**config.mk**
```make
export PLATFORM = sky130hd
export DESIGN_NAME = ccs_clock_regs
export DESIGN_NICKNAME = d
export VERILOG_FILES = /design/src/ccs_clock_regs.v
export VERILOG_INCLUDE_DIRS = /design/src
export SDC_FILE = /design/constraint.sdc
export NUM_CORES = 1
export LEC_CHECK = 0
export BUFFER_PORTS_ARGS = -buffer_cell sky130_fd_sc_hd__buf_2
export CAP_MARGIN = 5
export CELL_PAD_IN_SITES_DETAIL_PLACEMENT = 1
export CELL_PAD_IN_SITES_GLOBAL_PLACEMENT = 1
export CORE_MARGIN = 5
export CORE_UTILIZATION = 38
export CTS_CLUSTER_SIZE = 12
export DETAILED_ROUTE_END_ITERATION = 7
export PLACE_DENSITY_LB_ADDON = 0.05
export RECOVER_POWER = 50
export SLEW_MARGIN = 10
export SYNTH_ARGS = -nofsm -noshare
export SYNTH_HDL_FRONTEND = slang
export SYNTH_SLANG_ARGS = --single-unit
```
**constraint.sdc**
```tcl
create_clock -name sys_clk_i -period 1.75 [get_ports sys_clk_i]
set_clock_uncertainty 0.05 [all_clocks]
set_input_delay 0.35 -clock sys_clk_i [delete_from_list [all_inputs] [get_ports sys_clk_i]]
set_output_delay 0.35 -clock sys_clk_i [all_outputs]
set_load 0.01 [all_outputs]
```
**src/ccs_defines.vh**
```
// constants for the clock-control register block
// What this block does
// - spi rate select acts only while double-speed core mode is set
// - in double-speed mode, select clear gives 6 periods, set gives 12
// - reserved bits of spi select and synth control read as zero
// - bypass set routes external clock past synthesizer, oscillator off
// - bypass clear selects synthesizer output as usb clock, oscillator on
// - synth enable bit turns synthesizer on when one, off when zero
// - hardware sets lock bit while locked, clears it when lock lost
// - divider holds feedback ratio in bits 7-4, input ratio in bits 3-0
// - all clock registers reset to zero
// - double-speed clear gives 12 periods per cycle, set gives 6
`ifndef CCS_DEFINES_VH
`define CCS_DEFINES_VH
`define CCS_ADDR_CORE_CLK      8'h8f
`define CCS_ADDR_SYNTH_CTRL    8'ha3
`define CCS_ADDR_SYNTH_DIV     8'ha4
`define CCS_ADDR_SPI_CLK_SEL   8'haf
`define CCS_RESET_VALUE        8'h00
`define CCS_BIT_DOUBLE_SPEED   0
`define CCS_BIT_SPI_RATE       0
`define CCS_BIT_LOCKED         0
`define CCS_BIT_ENABLE         1
`define CCS_BIT_BYPASS         2
`define CCS_FEEDBACK_HI        7
`define CCS_FEEDBACK_LO        4
`define CCS_INPUT_HI           3
`define CCS_INPUT_LO           0
`define CCS_PERIODS_FAST       4'h6
`define CCS_PERIODS_SLOW       4'hc
`endif

```
**src/ccs_clock_regs.v**
```verilog
// clock-control special function registers: core mode, spi rate, synthesizer
`timescale 1ns/1ps
`include "ccs_defines.vh"
module ccs_clock_regs (
    // clock and reset
    input  wire       sys_clk_i,
    input  wire       reset_i,
    // special function register access
    input  wire [7:0] sfr_addr_i,
    input  wire [7:0] sfr_wdata_i,
    input  wire       sfr_wr_i,
    input  wire       sfr_rd_i,
    output reg  [7:0] sfr_rdata_o,
    output wire       sfr_hit_o,
    // synthesizer analog interface
    input  wire       synth_lock_raw_i,
    output reg        synth_enable_o,
    output reg        external_clock_bypass_o,
    output reg        osc_enable_o,
    output reg        usb_clk_from_synth_o,
    output reg  [3:0] feedback_ratio_field_o,
    output reg  [3:0] input_ratio_field_o,
    // clock period selections
    output reg  [3:0] core_periods_o,
    output reg  [3:0] spi_periods_o
);

////////////////////////////////////////////////////////////////////////////////
reg  [7:0] core_clk_reg;
reg        spi_rate_reg;
reg        bypass_reg;
reg        enable_reg;
reg  [7:0] divider_reg;
reg        lock_meta_reg;
reg        lock_sync_reg;
wire       double_speed_core;
wire       synth_locked;
wire [7:0] synth_ctrl_read;
wire [7:0] spi_sel_read;

assign double_speed_core = core_clk_reg[`CCS_BIT_DOUBLE_SPEED];
assign synth_locked      = lock_sync_reg & enable_reg;
assign synth_ctrl_read   = {5'h00, bypass_reg, enable_reg, synth_locked};
assign spi_sel_read      = {7'h00, spi_rate_reg};
assign sfr_hit_o = (sfr_addr_i == `CCS_ADDR_CORE_CLK) | (sfr_addr_i == `CCS_ADDR_SYNTH_CTRL) |
                   (sfr_addr_i == `CCS_ADDR_SYNTH_DIV) | (sfr_addr_i == `CCS_ADDR_SPI_CLK_SEL);

////////////////////////////////////////////////////////////////////////////////
// lock status synchroniser
always @(posedge sys_clk_i) begin
    if (reset_i) begin
        lock_meta_reg <= 1'b0;
        lock_sync_reg <= 1'b0;
    end else begin
        lock_meta_reg <= synth_lock_raw_i;
        lock_sync_reg <= lock_meta_reg;
    end
end

////////////////////////////////////////////////////////////////////////////////
// register writes
always @(posedge sys_clk_i) begin
    if (reset_i) begin
        core_clk_reg <= `CCS_RESET_VALUE;
        spi_rate_reg <= 1'b0;
        bypass_reg   <= 1'b0;
        enable_reg   <= 1'b0;
        divider_reg  <= `CCS_RESET_VALUE;
    end else if (sfr_wr_i) begin
        case (sfr_addr_i)
            `CCS_ADDR_CORE_CLK:    core_clk_reg <= sfr_wdata_i;
            `CCS_ADDR_SPI_CLK_SEL: spi_rate_reg <= sfr_wdata_i[`CCS_BIT_SPI_RATE];
            `CCS_ADDR_SYNTH_CTRL: begin
                bypass_reg <= sfr_wdata_i[`CCS_BIT_BYPASS];
                enable_reg <= sfr_wdata_i[`CCS_BIT_ENABLE];
            end
            `CCS_ADDR_SYNTH_DIV:   divider_reg <= sfr_wdata_i;
            default: ;
        endcase
    end
end

////////////////////////////////////////////////////////////////////////////////
// read data, registered
always @(posedge sys_clk_i) begin
    if (reset_i) begin
        sfr_rdata_o <= 8'h00;
    end else if (sfr_rd_i) begin
        case (sfr_addr_i)
            `CCS_ADDR_CORE_CLK:    sfr_rdata_o <= core_clk_reg;
            `CCS_ADDR_SYNTH_CTRL:  sfr_rdata_o <= synth_ctrl_read;
            `CCS_ADDR_SYNTH_DIV:   sfr_rdata_o <= divider_reg;
            `CCS_ADDR_SPI_CLK_SEL: sfr_rdata_o <= spi_sel_read;
            default:               sfr_rdata_o <= 8'h00;
        endcase
    end
end

////////////////////////////////////////////////////////////////////////////////
// clock steering outputs
always @(posedge sys_clk_i) begin
    if (reset_i) begin
        synth_enable_o          <= 1'b0;
        external_clock_bypass_o <= 1'b0;
        osc_enable_o            <= 1'b1;
        usb_clk_from_synth_o    <= 1'b1;
        feedback_ratio_field_o  <= 4'h0;
        input_ratio_field_o     <= 4'h0;
        core_periods_o          <= `CCS_PERIODS_SLOW;
        spi_periods_o           <= `CCS_PERIODS_SLOW;
    end else begin
        synth_enable_o          <= enable_reg;
        external_clock_bypass_o <= bypass_reg;
        osc_enable_o            <= ~bypass_reg;
        usb_clk_from_synth_o    <= ~bypass_reg;
        feedback_ratio_field_o  <= divider_reg[`CCS_FEEDBACK_HI:`CCS_FEEDBACK_LO];
        input_ratio_field_o     <= divider_reg[`CCS_INPUT_HI:`CCS_INPUT_LO];
        core_periods_o <= double_speed_core ? `CCS_PERIODS_FAST : `CCS_PERIODS_SLOW;
        if (!double_speed_core)
            spi_periods_o <= `CCS_PERIODS_SLOW;
        else
            spi_periods_o <= spi_rate_reg ? `CCS_PERIODS_SLOW : `CCS_PERIODS_FAST;
    end
end

endmodule // ccs_clock_regs

```
==> results.toml <==
[worst_setup_path]
cp.required_ps = 1350
critPathLaunchType = "input port"
criticalPathCategory = "input port to output pin"
cp.arrival_ps = 1290
critPathMaxFanout = 2
endpoint_kind = "output pin"
reg2reg_slack_ps = 680

[global_route]
antenna_found_initial = 0
top_usage_layer = "met2"
met3_usage_pct = 4.46
grt_util_met2_pct = 28.8
grt_pass1_vias = 1576
grt.met1_usage_pct = 17.3
grt_overflow = 0
grt_pass1_wl_um = 7580
grt_max_degree = 28
grt_usage_pct = 15.6

[synthesis]
seq_area_frac_synth_pct = 49.7
synth.distinct_cells = 35
ys.warnings.count = 0
syn_inst = 178
ys_top_cells_by_count = "dfxtp_1, nor2_1, mux2i_1, nor2b_1, nand2b_1"
ys_seq_elements = 44
synth_edf_count = 0
syn_avg_cell_area_um2 = 9.95
synth_top_area_share_pct = 49.7
synthArstFlopShare_pct = 0
syn_area_mm2 = 0.00177
synth.most_common_cell = "dfxtp_1"
yosysTopAreaCell = "dfxtp_1"
ys_top_cells_by_area = "dfxtp_1, mux2i_1, nor2_1"
synth_ff_type = "dfxtp_1"

[power]
netSwitchingFraction_pct = 21.2
peakVddDrop_mv = 0.385
power.switching_w = 0.000396
power_frac_clock_pct = 40.4
combPwrFrac_pct = 5.9
internal_power_w = 0.00147
seq_power_share_pct = 53.7
power_density_mw_per_mm2 = 862
p_leak_nw = 0.950

[layout]
insertedDiodeCount = 0
final_nets = 253
syn2layout_area_growth_pct = 22.4
stdcell_count = 285
post-route-util_pct = 48.8
layout-drive-gt1-share_pct = 25.8

[clocking]
clk_latency_ps = 290
cts_tree = "done"
htree_levels = 2
cts-buffers-inserted = 5
cts_sinks = 44
root_buffer = "clkbuf_8"
cts-hold-fix-buffers = 0
path_clk_slew_ps = 80
clockBufferDepth = 2

[detailed_routing]
dr.pass1.iters = 4
drtAntennaViolNets = 0
wl_per_cell_um = 15.5
wl_um = 4420
vias = 1420
remaining_drc_errors = 0
first_iter_violations = 45
viasPerCell = 4.98

[sta]
setup-violations-final = 0
hold_violations = 0
max_freq_mhz = 593
slew_viol_final = 0
relSlewSlack_pct = 24.4
fin_crit_sh_pct = 96.4
min_period_ps = 1690
tightest_slew_ps = 1130
rsz0062_at_grt = "false"

[placed_design]
hpwl_um = 3410
port_buffers = 45
place_inst = 276
gp_congestion = 0.777

[run_status]
status = "completed"

[floorplan]
std_cell_rows = 24
die_area_mm2 = 0.00613
die_width_um = 78.3
design.core.area_mm2 = 0.00444
pin_count = 50
start_util_pct = 39.9
die_y_um = 78.3

[hold_path]
hold_class = "input port to flop"

[flow_run]
cap_viol_max_count = 0
-- layout by cell type, fill, tap and decap left out, types with 6 or more instances in the layout --
cell / netlist / routed
nand2b_1: 8 / 8
mux2i_1: 19 / 19
a21oi_1: 6 / 6
nand2_1: 7 / 7
buf_2: 1 / 28
o21ai_1: 7 / 7
clkbuf_1: 4 / 18
nor2_1: 24 / 24
buf_4: 5 / 11
dfxtp_1: 44 / 44
nor2b_1: 13 / 12
-- path summary, 6_finish.rpt --
path	startpoint	to	cells after the start
worst max-delay path	sfr_addr_i[2]	sfr_hit_o	6
worst min-delay path	synth_lock_raw_i	lock_meta_reg$_SDFF_PP0_	2
worst max register to register	core_clk_reg[0]$_SDFFE_PP0P_	sfr_rdata_o[0]$_SDFFE_PP0P_	3
worst min register to register	lock_meta_reg$_SDFF_PP0_	lock_sync_reg$_SDFF_PP0_	1
-- routing by layer --
metal  up-vias  wire [um]
met4         0         55
met3         6        207
met2        35       2280
met5         -          0
met1       679       1870
li1        700          -
-- power by group through the flow --
stage	registers (W)	logic (W)	clock network [W]
final	0.00100	0.000110	0.000754
after global routing	0.00100	0.000122	0.000821
after CTS	0.00100	0.000112	0.000780
after detailed placement	0.00103	0.000109	0
after global placement	0.00103	0.000104	0
after floorplan	0.00103	0.0000580	0
-- final cells by class --
cell class                      count  area (um^2)
Timing Repair Buffer               57          292
Multi-Input combinational cell    121          812
Fill cell                         531         2280
Clock inverter                      2         35.0
Sequential cell                    44          881
Clock buffer                        6         72.6
Tap cell                           52         65.1
Inverter                            3         11.3
-- cell families after synthesis --
kind of cell           share of synthesized area [%]
multiplexers                                    10.7
other                                          0.424
buffers and inverters                           5.30
AND/OR/NAND/NOR                                 26.6
flip-flops                                      49.7
AO/OA/AOI/OAI                                   7.20
-- repair_timing --
item,4_1_cts,5_1_grt
resized for setup,1,2
setup buffers,1,0
pin swaps,1,0
setup endpoints to repair,1,1
-- through the flow --
step | setup slack [ps] | TNS, ps | instance area [um^2] | total power [W] | hold WS, ps
floorplan | 140 | 0 | 1780 | 0.00109 | 354
global placement | -17.0 | -17.0 | 2070 | 0.00113 | 374
detailed placement | -64.9 | -64.9 | 2070 | 0.00114 | 381
CTS | 47.6 | 0 | 2190 | 0.00190 | 218
global route | 1.58 | 0 | 2170 | 0.00195 | 255
finish | 63.2 | 0 | 2170 | 0.00187 | 221
-- worst max-delay path, cell delays in order --
cell	delay (ps)
buf_2	110
or3b_4	390
a21oi_2	140
nor2_1	50
nor2_1	100
buf_2	140
(Power assumes the default switching activity.)
